$ cat src/include/rrh_pkg.sv
// Constants for the read-request header and read-path status register bank.
// Assumes a 32-bit APB slave with byte addresses and one word per register.
package rrh_pkg;

    // ------------------------------------------------------------------
    // Bus and register map
    // ------------------------------------------------------------------
    localparam int         ADDR_W      = 8;
    localparam int         DATA_W      = 32;
    localparam logic [7:0] OFS_CTRL    = 8'h90;
    localparam logic [7:0] OFS_WORD0   = 8'he8;
    localparam logic [7:0] OFS_WORD1   = 8'hec;
    localparam logic [7:0] OFS_WORD2   = 8'hf0;
    localparam logic [7:0] OFS_WORD3   = 8'hf4;

    // ------------------------------------------------------------------
    // Control register layout and view codes
    // ------------------------------------------------------------------
    localparam int         CTRL_SEL_LO = 0;
    localparam int         CTRL_SEL_HI = 1;
    localparam int         CTRL_RPK    = 2;
    localparam int         CTRL_TPK    = 3;
    localparam logic [1:0] VIEW_HEADER = 2'h2;
    localparam logic [1:0] VIEW_STATUS = 2'h3;

    // ------------------------------------------------------------------
    // Reset values
    // ------------------------------------------------------------------
    localparam logic [31:0] RST_WORD0  = 32'h0001_0010;
    localparam logic [31:0] RST_WORD3  = 32'h0008_0000;
    localparam logic [31:0] RST_ZERO   = 32'h0000_0000;
    localparam logic [3:0]  TCODE_READ = 4'h1;

    // ------------------------------------------------------------------
    // Header word fields (hardware bit positions, bit 31 is the MSB)
    // ------------------------------------------------------------------
    localparam int SPD_HI   = 17;
    localparam int SPD_LO   = 16;
    localparam int LBL_HI   = 15;
    localparam int LBL_LO   = 10;
    localparam int RTY_HI   = 9;
    localparam int RTY_LO   = 8;
    localparam int TC_HI    = 7;
    localparam int TC_LO    = 4;
    localparam int PRI_HI   = 3;
    localparam int PRI_LO   = 0;
    localparam int UPR_HI   = 31;
    localparam int UPR_LO   = 16;
    localparam int LWR_HI   = 15;
    localparam int LWR_LO   = 0;

    // ------------------------------------------------------------------
    // Status word 0 fields
    // ------------------------------------------------------------------
    localparam int ST_HI    = 31;
    localparam int ST_LO    = 28;
    localparam int RSP_HI   = 27;
    localparam int RSP_LO   = 24;
    localparam int ACKF_BIT = 20;
    localparam int ACK_HI   = 19;
    localparam int ACK_LO   = 16;
    localparam int PST_HI   = 15;
    localparam int PST_LO   = 12;
    localparam int PRS_HI   = 11;
    localparam int PRS_LO   = 8;
    localparam int PACKF_BIT = 4;
    localparam int PAGE_ACK_CODE_HI  = 3;
    localparam int PAGE_ACK_CODE_LO  = 0;

    // ------------------------------------------------------------------
    // Completion state codes
    // ------------------------------------------------------------------
    typedef enum logic [3:0] {
        RRH_DONE_OK        = 4'h0,
        RRH_DONE_SPLIT     = 4'h1,
        RRH_DONE_OTHER_ACK = 4'h2,
        RRH_DONE_PAGE_FAIL = 4'h4,
        RRH_DONE_RETRY_LIM = 4'h7,
        RRH_DONE_BAD_RCODE = 4'ha,
        RRH_DONE_SPLIT_TMO = 4'hb,
        RRH_DONE_BUS_RESET = 4'hc,
        RRH_DONE_CLEARED   = 4'hd
    } rrh_done_t;

endpackage

$ cat src/core/rrh_regs.sv
// Read-request header and read-path status register bank, APB slave.
// Assumes the read-path packetizer drives its load pulses on pclk.
//
// Function
// View select 10b shows the read-request header on words E8h-F4h.
// View select 11b shows packetizer status on the same four words.
// Header words reset to zero unless stated; bus reset leaves them.
// Status words reset to zero; bus reset leaves them untouched.
// Header word 0 resets to 0001 0010h.
// Word 0 speed code field, default 1h, kept over bus reset.
// Word 0 transaction label field of the outgoing read request.
// Word 0 retry code field of the outgoing read request.
// Word 0 tCode, default 1h, forced to 1h while read packetizer enabled; the code forces it from the cycle after the enable is set.
// Word 0 priority field of the outgoing read request.
// Word 1 holds destination node and upper destination offset.
// Word 2 holds the full lower destination offset.
// Word 3 resets to 0008 0000h; length field defaults to 8h.
// Word 3 lower half holds the extended tCode.
// Words 1-3 writable only while transmit packetizer is disabled.
// Completion state codes: 0 ok, 1 split, 2 ack, 4 page, 7 ... Dh.
// Status fields read-only; updated on transaction or page completion.
//
// Added by the designer: register access over APB.
`timescale 1ns/10ps
module rrh_regs (
    // Clock and reset
    input  wire logic                       pclk,
    input  wire logic                       presetn,
    // APB slave
    input  wire logic                       psel,
    input  wire logic                       penable,
    input  wire logic                       pwrite,
    input  wire logic [rrh_pkg::ADDR_W-1:0] paddr,
    input  wire logic [rrh_pkg::DATA_W-1:0] pwdata,
    output logic      [rrh_pkg::DATA_W-1:0] prdata,
    output logic                            pready,
    output logic                            pslverr,
    // Header load from the read packetizer
    input  wire logic                       hdr_load,
    input  wire logic [1:0]                 hdr_speed,
    input  wire logic [5:0]                 hdr_label,
    input  wire logic [1:0]                 hdr_retry,
    input  wire logic [3:0]                 hdr_tcode,
    input  wire logic [3:0]                 hdr_priority,
    // Transaction completion
    input  wire logic                       xfer_done,
    input  wire logic [3:0]                 xfer_state,
    input  wire logic [3:0]                 xfer_response_code_seen,
    input  wire logic                       xfer_ack_fault,
    input  wire logic [3:0]                 xfer_ack,
    // Page-table access completion
    input  wire logic                       page_done,
    input  wire logic [3:0]                 page_state,
    input  wire logic [3:0]                 page_response_code_seen,
    input  wire logic                       page_ack_fault,
    input  wire logic [3:0]                 page_ack,
    input  wire logic [15:0]                page_number,
    input  wire logic [15:0]                page_length,
    input  wire logic [15:0]                page_table_upper,
    input  wire logic [31:0]                page_table_lower,
    // Control seen by the packetizer
    output logic      [1:0]                 header_view_select,
    output logic                            read_packetizer_enable,
    output logic                            transmit_packetizer_enable,
    // Header fields seen by the packetizer
    output logic      [1:0]                 read_req_speed,
    output logic      [5:0]                 read_req_label,
    output logic      [1:0]                 read_req_retry_code,
    output logic      [3:0]                 read_req_tcode,
    output logic      [3:0]                 read_req_priority,
    output logic      [15:0]                read_req_dest_node,
    output logic      [15:0]                read_req_dest_offset_upper,
    output logic      [31:0]                read_req_dest_offset_lower,
    output logic      [15:0]                read_req_length,
    output logic      [15:0]                read_req_ext_tcode
);

    // ------------------------------------------------------------------
    // Declarations
    // ------------------------------------------------------------------
    logic        wr_strobe;
    logic        rd_setup;
    logic        hit_ctrl;
    logic [3:0]  hit_word;
    logic        view_hdr;
    logic        view_stat;
    logic        hdr_wr_ok;
    logic [31:0] hdr_w0;
    logic [31:0] hdr_w1;
    logic [31:0] hdr_w2;
    logic [31:0] hdr_w3;
    logic [31:0] st_w0;
    logic [31:0] st_w1;
    logic [31:0] st_w2;
    logic [31:0] st_w3;
    logic        w0_le;
    logic [31:0] w0_next;
    logic        st0_le;
    logic [31:0] st0_next;
    logic [31:0] st1_next;
    logic [31:0] st2_next;
    logic [31:0] rd_next;

    // ------------------------------------------------------------------
    // Bus decode
    // ------------------------------------------------------------------
    rrh_apb_if u_apb (
        .psel      (psel),
        .penable   (penable),
        .pwrite    (pwrite),
        .paddr     (paddr),
        .wr_strobe (wr_strobe),
        .rd_setup  (rd_setup),
        .hit_ctrl  (hit_ctrl),
        .hit_word  (hit_word),
        .pready    (pready),
        .pslverr   (pslverr)
    );

    // ------------------------------------------------------------------
    // Control register
    // ------------------------------------------------------------------
    always_ff @(posedge pclk or negedge presetn) begin
        if (!presetn) begin
            header_view_select         <= 2'h0;
            read_packetizer_enable     <= 1'b0;
            transmit_packetizer_enable <= 1'b0;
        end else if (wr_strobe && hit_ctrl) begin
            header_view_select <=
                pwdata[rrh_pkg::CTRL_SEL_HI:rrh_pkg::CTRL_SEL_LO];
            read_packetizer_enable     <= pwdata[rrh_pkg::CTRL_RPK];
            transmit_packetizer_enable <= pwdata[rrh_pkg::CTRL_TPK];
        end
    end

    assign view_hdr  = (header_view_select == rrh_pkg::VIEW_HEADER);
    assign view_stat = (header_view_select == rrh_pkg::VIEW_STATUS);

    // Header words 1-3 accept software writes only in the header view.
    assign hdr_wr_ok = wr_strobe & view_hdr & ~transmit_packetizer_enable;

    // ------------------------------------------------------------------
    // Header word 0
    // ------------------------------------------------------------------
    // Loaded by the packetizer; tCode is held at the read code while the
    // read packetizer runs; the old value still goes out for the one cycle after the enable is set.
    always_comb begin
        w0_next = hdr_w0;
        w0_le   = hdr_load | read_packetizer_enable;
        if (hdr_load) begin
            w0_next[rrh_pkg::SPD_HI:rrh_pkg::SPD_LO] = hdr_speed;
            w0_next[rrh_pkg::LBL_HI:rrh_pkg::LBL_LO] = hdr_label;
            w0_next[rrh_pkg::RTY_HI:rrh_pkg::RTY_LO] = hdr_retry;
            w0_next[rrh_pkg::TC_HI:rrh_pkg::TC_LO]   = hdr_tcode;
            w0_next[rrh_pkg::PRI_HI:rrh_pkg::PRI_LO] = hdr_priority;
        end
        if (read_packetizer_enable) begin
            w0_next[rrh_pkg::TC_HI:rrh_pkg::TC_LO] = rrh_pkg::TCODE_READ;
        end
    end

    rrh_word_reg #(
        .W     (32),
        .RESET (rrh_pkg::RST_WORD0)
    ) u_hdr_w0 (
        .pclk     (pclk),
        .presetn  (presetn),
        .sw_we    (1'b0),
        .sw_wdata (pwdata),
        .hw_le    (w0_le),
        .hw_data  (w0_next),
        .q        (hdr_w0)
    );

    // ------------------------------------------------------------------
    // Header words 1-3
    // ------------------------------------------------------------------
    // Only presetn resets these; there is no bus-reset input at all.
    rrh_word_reg #(
        .W     (32),
        .RESET (rrh_pkg::RST_ZERO)
    ) u_hdr_w1 (
        .pclk     (pclk),
        .presetn  (presetn),
        .sw_we    (hdr_wr_ok & hit_word[1]),
        .sw_wdata (pwdata),
        .hw_le    (1'b0),
        .hw_data  (pwdata),
        .q        (hdr_w1)
    );

    rrh_word_reg #(
        .W     (32),
        .RESET (rrh_pkg::RST_ZERO)
    ) u_hdr_w2 (
        .pclk     (pclk),
        .presetn  (presetn),
        .sw_we    (hdr_wr_ok & hit_word[2]),
        .sw_wdata (pwdata),
        .hw_le    (1'b0),
        .hw_data  (pwdata),
        .q        (hdr_w2)
    );

    rrh_word_reg #(
        .W     (32),
        .RESET (rrh_pkg::RST_WORD3)
    ) u_hdr_w3 (
        .pclk     (pclk),
        .presetn  (presetn),
        .sw_we    (hdr_wr_ok & hit_word[3]),
        .sw_wdata (pwdata),
        .hw_le    (1'b0),
        .hw_data  (pwdata),
        .q        (hdr_w3)
    );

    // ------------------------------------------------------------------
    // Status words
    // ------------------------------------------------------------------
    // Both completions may land in one cycle; each owns its own fields.
    always_comb begin
        st0_next = st_w0;
        st0_le   = xfer_done | page_done;
        if (xfer_done) begin
            st0_next[rrh_pkg::ST_HI:rrh_pkg::ST_LO]   = xfer_state;
            st0_next[rrh_pkg::RSP_HI:rrh_pkg::RSP_LO] = xfer_response_code_seen;
            st0_next[rrh_pkg::ACKF_BIT]               = xfer_ack_fault;
            st0_next[rrh_pkg::ACK_HI:rrh_pkg::ACK_LO] = xfer_ack;
        end
        if (page_done) begin
            st0_next[rrh_pkg::PST_HI:rrh_pkg::PST_LO]   = page_state;
            st0_next[rrh_pkg::PRS_HI:rrh_pkg::PRS_LO]   = page_response_code_seen;
            st0_next[rrh_pkg::PACKF_BIT]                = page_ack_fault;
            st0_next[rrh_pkg::PAGE_ACK_CODE_HI:rrh_pkg::PAGE_ACK_CODE_LO] = page_ack;
        end
    end

    always_comb begin
        st1_next = st_w1;
        st1_next[rrh_pkg::UPR_HI:rrh_pkg::UPR_LO] = page_number;
        st2_next = {page_length, page_table_upper};
    end

    rrh_word_reg #(
        .W     (32),
        .RESET (rrh_pkg::RST_ZERO)
    ) u_st_w0 (
        .pclk     (pclk),
        .presetn  (presetn),
        .sw_we    (1'b0),
        .sw_wdata (pwdata),
        .hw_le    (st0_le),
        .hw_data  (st0_next),
        .q        (st_w0)
    );

    rrh_word_reg #(
        .W     (32),
        .RESET (rrh_pkg::RST_ZERO)
    ) u_st_w1 (
        .pclk     (pclk),
        .presetn  (presetn),
        .sw_we    (1'b0),
        .sw_wdata (pwdata),
        .hw_le    (page_done),
        .hw_data  (st1_next),
        .q        (st_w1)
    );

    rrh_word_reg #(
        .W     (32),
        .RESET (rrh_pkg::RST_ZERO)
    ) u_st_w2 (
        .pclk     (pclk),
        .presetn  (presetn),
        .sw_we    (1'b0),
        .sw_wdata (pwdata),
        .hw_le    (page_done),
        .hw_data  (st2_next),
        .q        (st_w2)
    );

    rrh_word_reg #(
        .W     (32),
        .RESET (rrh_pkg::RST_ZERO)
    ) u_st_w3 (
        .pclk     (pclk),
        .presetn  (presetn),
        .sw_we    (1'b0),
        .sw_wdata (pwdata),
        .hw_le    (page_done),
        .hw_data  (page_table_lower),
        .q        (st_w3)
    );

    // ------------------------------------------------------------------
    // Read data
    // ------------------------------------------------------------------
    // Selected in the setup phase so the access phase answers at once.
    always_comb begin
        rd_next = rrh_pkg::RST_ZERO;
        if (hit_ctrl) begin
            rd_next[rrh_pkg::CTRL_SEL_HI:rrh_pkg::CTRL_SEL_LO] =
                header_view_select;
            rd_next[rrh_pkg::CTRL_RPK] = read_packetizer_enable;
            rd_next[rrh_pkg::CTRL_TPK] = transmit_packetizer_enable;
        end else if (view_hdr) begin
            case (1'b1)
                hit_word[0]: rd_next = hdr_w0;
                hit_word[1]: rd_next = hdr_w1;
                hit_word[2]: rd_next = hdr_w2;
                hit_word[3]: rd_next = hdr_w3;
                default:     rd_next = rrh_pkg::RST_ZERO;
            endcase
        end else if (view_stat) begin
            case (1'b1)
                hit_word[0]: rd_next = st_w0;
                hit_word[1]: rd_next = st_w1;
                hit_word[2]: rd_next = st_w2;
                hit_word[3]: rd_next = st_w3;
                default:     rd_next = rrh_pkg::RST_ZERO;
            endcase
        end
    end

    always_ff @(posedge pclk or negedge presetn) begin
        if (!presetn) begin
            prdata <= rrh_pkg::RST_ZERO;
        end else if (rd_setup) begin
            prdata <= rd_next;
        end
    end

    // ------------------------------------------------------------------
    // Header fields to the packetizer
    // ------------------------------------------------------------------
    assign read_req_speed      = hdr_w0[rrh_pkg::SPD_HI:rrh_pkg::SPD_LO];
    assign read_req_label      = hdr_w0[rrh_pkg::LBL_HI:rrh_pkg::LBL_LO];
    assign read_req_retry_code = hdr_w0[rrh_pkg::RTY_HI:rrh_pkg::RTY_LO];
    assign read_req_tcode      = hdr_w0[rrh_pkg::TC_HI:rrh_pkg::TC_LO];
    assign read_req_priority   = hdr_w0[rrh_pkg::PRI_HI:rrh_pkg::PRI_LO];
    assign read_req_dest_node  = hdr_w1[rrh_pkg::UPR_HI:rrh_pkg::UPR_LO];
    assign read_req_dest_offset_upper =
        hdr_w1[rrh_pkg::LWR_HI:rrh_pkg::LWR_LO];
    assign read_req_dest_offset_lower = hdr_w2;
    assign read_req_length     = hdr_w3[rrh_pkg::UPR_HI:rrh_pkg::UPR_LO];
    assign read_req_ext_tcode  = hdr_w3[rrh_pkg::LWR_HI:rrh_pkg::LWR_LO];

endmodule

$ cat src/core/rrh_word_reg.sv
// One 32-bit register word with a software write port and a hardware load.
// Assumes both ports are synchronous to pclk; the hardware load wins.
`timescale 1ns/10ps
module rrh_word_reg #(
    parameter int          W     = 32,
    parameter logic [31:0] RESET = 32'h0000_0000
) (
    // Clock and reset
    input  wire logic         pclk,
    input  wire logic         presetn,
    // Software port
    input  wire logic         sw_we,
    input  wire logic [W-1:0] sw_wdata,
    // Hardware port
    input  wire logic         hw_le,
    input  wire logic [W-1:0] hw_data,
    // Stored value
    output logic      [W-1:0] q
);

    always_ff @(posedge pclk or negedge presetn) begin
        if (!presetn) begin
            q <= RESET[W-1:0];
        end else if (hw_le) begin
            q <= hw_data;
        end else if (sw_we) begin
            q <= sw_wdata;
        end
    end

endmodule

$ cat src/core/rrh_apb_if.sv
// APB3 decode for the register bank: strobes, word hits and the answer.
// Assumes a zero-wait slave; read data is registered in the setup phase.
`timescale 1ns/10ps
module rrh_apb_if (
    // APB request
    input  wire logic                      psel,
    input  wire logic                      penable,
    input  wire logic                      pwrite,
    input  wire logic [rrh_pkg::ADDR_W-1:0] paddr,
    // Decoded strobes
    output logic                           wr_strobe,
    output logic                           rd_setup,
    output logic                           hit_ctrl,
    output logic [3:0]                     hit_word,
    // APB answer
    output logic                           pready,
    output logic                           pslverr
);

    logic mapped;

    assign hit_ctrl    = (paddr == rrh_pkg::OFS_CTRL);
    assign hit_word[0] = (paddr == rrh_pkg::OFS_WORD0);
    assign hit_word[1] = (paddr == rrh_pkg::OFS_WORD1);
    assign hit_word[2] = (paddr == rrh_pkg::OFS_WORD2);
    assign hit_word[3] = (paddr == rrh_pkg::OFS_WORD3);
    assign mapped      = hit_ctrl | (|hit_word);
    assign wr_strobe   = psel & penable & pwrite & mapped;
    assign rd_setup    = psel & ~penable & ~pwrite;
    assign pready      = 1'b1;
    assign pslverr     = psel & penable & ~mapped;

endmodule

$ cat config.mk
export PLATFORM = sky130hd
export DESIGN_NAME = rrh_regs
export DESIGN_NICKNAME = d
export VERILOG_FILES = /design/src/include/rrh_pkg.sv /design/src/core/rrh_regs.sv /design/src/core/rrh_word_reg.sv /design/src/core/rrh_apb_if.sv
export SDC_FILE = /design/constraint.sdc
export NUM_CORES = 1
export LEC_CHECK = 0
export ABC_AREA = 0
export BUFFER_PORTS_ARGS = -buffer_cell sky130_fd_sc_hd__buf_2
export CORE_AREA = 2 2 181 183
export DETAILED_ROUTE_END_ITERATION = 16
export DIE_AREA = 0 0 183 185
export PLACE_DENSITY_LB_ADDON = 0.2
export SYNTH_ARGS = -nofsm -noshare
export SYNTH_HDL_FRONTEND = slang
export SYNTH_HIERARCHICAL = 1
export SYNTH_SLANG_ARGS = --single-unit
export TNS_END_PERCENT = 50
$ cat constraint.sdc
create_clock -name pclk -period 1.7 [get_ports pclk]
set_input_delay 0.085 -clock pclk [delete_from_list [all_inputs] [get_ports pclk]]
set_output_delay 0.085 -clock pclk [all_outputs]
set_load 0.01 [all_outputs]
# Word level (Yosys, flattened, before mapping)

Index checks and enable logic that the tools add are counted.

Input bits: 172
Logic and storage cells: 60
Register bits: 256
Output and inout bits: 152

Bitwise gates (word level): 18
Reduce and logical (&&, ||, !) cells: 7
Muxes and demuxes: 14
Eq/ne operators: 7

Operator list:

| operator                             | number |
|---|---|
| 2-to-1 mux 32 bit                    | 10 |
| == test 8 bit, second input constant | 5 |
| 2-to-1 mux 28 bit                    | 1 |
| AND 1 bit                            | 11 |
| 2-to-1 mux 4 bit                     | 2 |
| 2-to-1 mux 8 bit                     | 1 |
| AND reduction 2 bit                  | 4 |
| == test 2 bit, second input constant | 2 |
| NOT 1 bit                            | 4 |
| OR reduction 4 bit                   | 1 |
| OR 1 bit                             | 3 |
| nonzero test 2 bit                   | 1 |
| logical AND 1 bit                    | 1 |

# Logic depth before layout (Yosys ltp)

Word-level depth: 8
Gate-level depth with buffers: 10
Mapped depth without buffers: 7

# By module

Netlist, hierarchy kept.

By module, submodules not included:

| module                      | seq. area each (um^2) | cells each | instances | area an instance (um^2) |
|---|---|---|---|---|
| rrh_word_reg (u_hdr_w1 ...) | 800.8                 | 139        | 6         | 1515.2 |
| rrh_regs                    | 900.9                 | 423        | 1         | 3776.1 |
| rrh_word_reg (u_hdr_w0)     | 803.3                 | 139        | 1         | 1517.7 |
| rrh_word_reg (u_hdr_w3)     | 802.0                 | 139        | 1         | 1516.5 |
| rrh_apb_if                  | 0.0                   | 20         | 1         | 127.6 |

# Least setup slack after synthesis

No wires, ideal clock.

Path type: input-to-reg
Start: input paddr[1] (netlist name)
End: register u_hdr_w2.q[11]
Stages: 10
Path buffers: 4
Path slack: -0.334 ns
Arrival time: 1.916 ns
Setup time: 0.119 ns
Path through: nor3b_2 > nand3_1 > nor3_1 > buf_2 > clkbuf_1 > and2_1 > buf_6 > buf_12 > mux2i_1 > o21ai_2

Cells in the longest elaborated chain, start to end: 7

Ends and longest elaborated chain:

| item                    | line               | text |
|---|---|---|
| from (decl)             | rrh_regs.sv:33     | `input wire logic [rrh_pkg::ADDR_W-1:0] paddr,` |
| == test 8 bit (*)       | rrh_apb_if.sv:25   | `assign hit_word[2] = (paddr == rrh_pkg::OFS_WORD2);` |
| via hit_word[2]         | rrh_regs.sv:84     | `logic [3:0] hit_word;` |
| OR reduction 4 bit      | rrh_apb_if.sv:27   | `assign mapped = hit_ctrl \| (\|hit_word);` |
| OR 1 bit                | rrh_apb_if.sv:27   |  |
| AND 1 bit               | rrh_apb_if.sv:28   | `assign wr_strobe = psel & penable & pwrite & mapped;` |
| AND 1 bit (2 in series) | rrh_regs.sv:140    | `assign hdr_wr_ok = wr_strobe & view_hdr & ~transmit_packetizer_enable;` |
| AND 1 bit (*)           | rrh_regs.sv:198    | `.sw_we (hdr_wr_ok & hit_word[2]),` |
| to (signal assigned)    | rrh_word_reg.sv:23 | `q <= RESET[W-1:0];` |
| to (signal assigned)    | rrh_word_reg.sv:25 | `q <= hw_data;` |
| to (signal assigned)    | rrh_word_reg.sv:27 | `q <= sw_wdata;` |
| to (decl)               | rrh_word_reg.sv:18 | `output logic [W-1:0] q` |

Mark *: on every way through the listed nets, which the timed path passes. The rest lies on a longest branch.
A chain may end at the register's enable or synchronous reset.

# Worst setup path in the final report

Start: register header_view_select[0]
End: register u_hdr_w1.q[30]

Cells in the longest elaborated chain, start to end: 4

Ends and longest elaborated chain:

| item                    | line               | text |
|---|---|---|
| from (decl)             | rrh_regs.sv:62     | `output logic [1:0] header_view_select,` |
| from (signal assigned)  | rrh_regs.sv:129    | `header_view_select <=` |
| == test 2 bit           | rrh_regs.sv:136    | `assign view_hdr = (header_view_select == rrh_pkg::VIEW_HEADER);` |
| AND 1 bit (2 in series) | rrh_regs.sv:140    |  |
| AND 1 bit               | rrh_regs.sv:185    | `.sw_we (hdr_wr_ok & hit_word[1]),` |
| to (signal assigned)    | rrh_word_reg.sv:23 |  |
| to (signal assigned)    | rrh_word_reg.sv:25 |  |
| to (signal assigned)    | rrh_word_reg.sv:27 |  |
| to (decl)               | rrh_word_reg.sv:18 |  |

No other way between the ends.

==> reports/metrics.json <==
{
  "outcome": {"value": "finished clean"},
  "first_pass_grt_wire_length": {"value": 85800, "unit": "um"},
  "placementRows": {"value": 66},
  "post_synth_main_area_contributors": {"value": "sky130_fd_sc_hd__dfrtp_1, sky130_fd_sc_hd__mux2i_1, sky130_fd_sc_hd__o21ai_1"},
  "detailed_place.area": {"value": 0.0181, "unit": "mm^2"},
  "synth_area": {"value": 0.0160, "unit": "mm^2"},
  "detail_route.drc_violations": {"value": 0},
  "grt_pass1_vias": {"value": 14500},
  "die_area": {"value": 0.0339, "unit": "mm^2"},
  "via_count": {"value": 14800},
  "maximum_number_of_pins_on_one_net_before_global_route_repair": {"value": 82},
  "gr_overflow_total": {"value": 0},
  "critical_path_required": {"value": 2100, "unit": "ps"},
  "synth.largest_area_cell": {"value": "sky130_fd_sc_hd__dfrtp_1"},
  "finalWorstSetupSlack": {"value": 33.2, "unit": "ps"},
  "number_of_fill_cells_in_the_layout": {"value": 2548},
  "clock_insertion_delay_worst_skew": {"value": 520, "unit": "ps"},
  "power_per_cell_area": {"value": 865, "unit": "mW/mm^2"},
  "cts_root_buffer": {"value": "sky130_fd_sc_hd__clkbuf_16"},
  "effective_utilization_at_floorplan": {"value": 50.0, "unit": "%"},
  "final_core_utilization": {"value": 65.3, "unit": "%"},
  "total_leakage_power": {"value": 9.59, "unit": "nW"},
  "vias_per_cell": {"value": 6.02},
  "layout_skew": {"value": 17.4, "unit": "ps"},
  "cp_cell_sequence": {"value": "nor2b_2, and3b_2, and2_4, buf_12, mux2i_1, o21ai_1"},
  "cell_count_after_synthesis": {"value": 1555},
  "synth.yosys.seq_area_share": {"value": 45.6, "unit": "%"},
  "tritoncts": {"value": "done"},
  "total_power": {"value": 18.1, "unit": "mW"},
  "htree_num_levels": {"value": 2},
  "diodes": {"value": 0},
  "cts_buffers": {"value": 34},
  "routedWlPerCell": {"value": 23.6, "unit": "um"},
  "hold_viol_final": {"value": 0},
  "achievable-frequency": {"value": 0.600, "unit": "GHz"},
  "place_hpwl": {"value": 36200, "unit": "um"},
  "worst_path_largest_cell_delay": {"value": 440, "unit": "ps"},
  "drt_iter0_markers": {"value": 1489},
  "dp_worst_setup_slack": {"value": -603, "unit": "ps"},
  "timing.critical_path.max_delay_family": {"value": "simple AND/OR/NAND/NOR gates"},
  "worstRegToRegCells": {"value": 6},
  "grt_use_total": {"value": 33.1, "unit": "%"},
  "setup_tns_final": {"value": 0, "unit": "ps"},
  "yosysWarnings": {"value": 6},
  "clock_tree.buffer_depth": {"value": 3},
  "clk_pin_slew_worst_paths": {"value": 60, "unit": "ps"},
  "antenna_left": {"value": 0},
  "layout_overhead_on_the_synthesized_area": {"value": 30.5, "unit": "%"},
  "crit-reg2reg-launch": {"value": "header_view_select[0]$_DFFE_PN0P_"},
  "critical_path_start_end_classification": {"value": "reg -> reg"},
  "drv.max_cap_violation_count": {"value": 0},
  "report.final.slew_viol_count": {"value": 0},
  "timing.hold.worst_endpoint": {"value": "u_hdr_w3/q[25]$_DFFE_PN0P_"},
  "post-synth-top-count-cell": {"value": "sky130_fd_sc_hd__dfrtp_1"},
  "worst-path-buf-inv": {"value": 1},
  "gp_congestion": {"value": 0.918},
  "post_synth_num_cell_types": {"value": 50},
  "number_of_i_o_port_buffers": {"value": 322},
  "synth_edf_count": {"value": 0},
  "report.final.setup_viol": {"value": 0},
  "min-delay-path-class": {"value": "in -> reg"},
  "yosys.area.top_type_share": {"value": 45.1, "unit": "%"},
  "flip_flop_and_latch_count_after_synthesis": {"value": 292},
  "die_height": {"value": 185, "unit": "um"},
  "worst_ep_arrival_time": {"value": 2070, "unit": "ps"},
  "final_period_minus_worst_setup_slack": {"value": 1670, "unit": "ps"},
  "unrepaired_setup_endpoints_after_global_routing": {"value": "yes"},
  "dr.pass1.iters": {"value": 5},
  "core_area": {"value": 0.0320, "unit": "mm^2"},
  "synth.cells.most_frequent": {"value": "sky130_fd_sc_hd__dfrtp_1, sky130_fd_sc_hd__nand2_1, sky130_fd_sc_hd__mux2i_1"},
  "synth-main-ff-cell": {"value": "sky130_fd_sc_hd__dfrtp_1"},
  "finish.instance_area": {"value": 0.0209, "unit": "mm^2"},
  "syn_area_per_cell": {"value": 10.3, "unit": "um^2"},
  "drt-total-wl": {"value": 58000, "unit": "um"},
  "worstHoldStart": {"value": "pwdata[25]"},
  "ff2ff_setup_slack": {"value": 30, "unit": "ps"},
  "r2r-end": {"value": "u_hdr_w1/q[30]$_DFFE_PN0P_"},
  "timing.critical_path.slowest_stage_cell": {"value": "sky130_fd_sc_hd__dfrtp_2"},
  "cts.sinks": {"value": 292},
  "final_layout_size_suffix_gt1_share": {"value": 28.4, "unit": "%"},
  "max-vdd-ir-drop": {"value": 0.000610, "unit": "V"},
  "hold_path_depth": {"value": 3},
  "boundaryPins": {"value": 324},
  "die_x": {"value": 183, "unit": "um"},
  "layout_worst_path_cycle_share": {"value": 98.0, "unit": "%"},
  "final_net_count": {"value": 2198},
  "crit_path_end_kind": {"value": "flip-flop"},
  "numPlacedInstances": {"value": 2240},
  "critical_path.max_fanout": {"value": 9},
  "layout.cells.non_filler": {"value": 2456},
  "category_of_the_worst_setup_path_launch_point": {"value": "flip-flop"},
  "asyncSetResetFlopFracSynth": {"value": 100, "unit": "%"},
  "grt_antenna_before_repair": {"value": 1},
  "fin_hold_ws": {"value": 14.9, "unit": "ps"}
}
-- sequential cells by signal, indices dropped and copies added, names as in the netlist --
| name | cells |
|---|---|
| u_hdr_w0/q | 32 |
| u_st_w2/q | 32 |
| u_st_w1/q | 32 |
| u_hdr_w2/q | 32 |
| read_packetizer_enable | 1 |
| header_view_select | 2 |
| u_st_w3/q | 32 |
| u_st_w0/q | 32 |
| u_hdr_w3/q | 32 |
| transmit_packetizer_enable | 1 |
| prdata | 32 |
| u_hdr_w1/q | 32 |
-- layer usage --
layer / wire length, um / GRT usage, % / vias to the layer above
li1: - / - / 6598
met1: 23500 / 43.7 / 7297
met2: 27300 / 54.9 / 761
met3: 5020 / 5.70 / 129
met4: 2150 / 12.5 / 2
met5: 14 / 0 / -
-- logic make-up after synthesis --
logic type | synth area share, %
buffers and inverters | 7.85
other | 0.0469
AO/OA/AOI/OAI | 19.0
flip-flops | 45.6
multiplexers | 19.5
AND/OR/NAND/NOR | 7.93
-- report_power, final --
| group | leakage, nW | total (mW) | switching (mW) | internal, mW |
|---|---|---|---|---|
| Clock | 0.517 | 7.01 | 2.95 | 4.06 |
| Sequential | 3.61 | 8.16 | 0.567 | 7.59 |
| Combinational | 5.46 | 2.92 | 1.62 | 1.30 |
| Total | 9.59 | 18.1 | 5.14 | 13.0 |
-- area by class of cell --
| cell class | count | area, um^2 | area share (%) |
|---|---|---|---|
| multi-input cells | 1093 | 7700 | 36.8 |
| flip-flops and latches | 292 | 7310 | 35.0 |
| inverters | 36 | 135 | 0.646 |
| clock inverters | 6 | 52.6 | 0.251 |
| clock buffers | 52 | 1000 | 4.78 |
| repair buffers | 569 | 4210 | 20.1 |
| well taps | 408 | 510 | 2.44 |
-- what timing repair did --
| item | 4_1_cts | 5_1_grt |
|---|---|---|
| setup endpoints to repair | 39 | 78 |
| buffers inserted | 3 | 10 |
| gates cloned | 1 | 3 |
| hold buffers | 141 | 0 |
| gates resized for setup | 7 | 18 |
| endpoints found under the hold margin | 407 | 0 |
| pin swaps | 1 | 7 |
-- layout by cell type (no fill, tap or decap), types with 11 or more instances in the layout --
cell type                       instances
sky130_fd_sc_hd__buf_2                320
sky130_fd_sc_hd__dfrtp_1              288
sky130_fd_sc_hd__nand2_1              263
sky130_fd_sc_hd__mux2i_1              262
sky130_fd_sc_hd__o21ai_1              228
sky130_fd_sc_hd__dlygate4sd3_1        141
sky130_fd_sc_hd__buf_4                 77
sky130_fd_sc_hd__mux2_2                44
sky130_fd_sc_hd__a221oi_1              39
sky130_fd_sc_hd__clkbuf_16             38
sky130_fd_sc_hd__inv_1                 35
sky130_fd_sc_hd__a21oi_1               35
sky130_fd_sc_hd__a221o_1               34
sky130_fd_sc_hd__o21ai_0               25
sky130_fd_sc_hd__o2bb2ai_1             25
sky130_fd_sc_hd__buf_12                23
sky130_fd_sc_hd__a221oi_2              16
sky130_fd_sc_hd__o21ai_2               16
sky130_fd_sc_hd__o22ai_1               14
sky130_fd_sc_hd__o221ai_1              14
sky130_fd_sc_hd__o32a_1                12
sky130_fd_sc_hd__clkbuf_1              11
-- how the worst max path moves through the flow --
stage	start	to	slack [ps]	cells after the start
2_1_floorplan	paddr[0]	prdata[8]$_DFFE_PN0P_	-70	9
3_3_place_gp	paddr[7]	prdata[16]$_DFFE_PN0P_	-540	9
5_1_grt	paddr[1]	prdata[16]$_DFFE_PN0P_	-60	10
6_report	header_view_select[0]$_DFFE_PN0P_	u_hdr_w1/q[30]$_DFFE_PN0P_	30	6
4_1_cts	header_view_select[1]$_DFFE_PN0P_	u_hdr_w1/q[29]$_DFFE_PN0P_	0.2	6
3_5_place_dp	paddr[7]	prdata[16]$_DFFE_PN0P_	-600	9
-- tightest hold or removal path: cells and delay by family --
kind | cells | cell delay (ps)
buffers and inverters | 1 | 180
AO/OA/AOI/OAI | 1 | 70
multiplexers | 1 | 160
(Power assumes the default switching activity.)
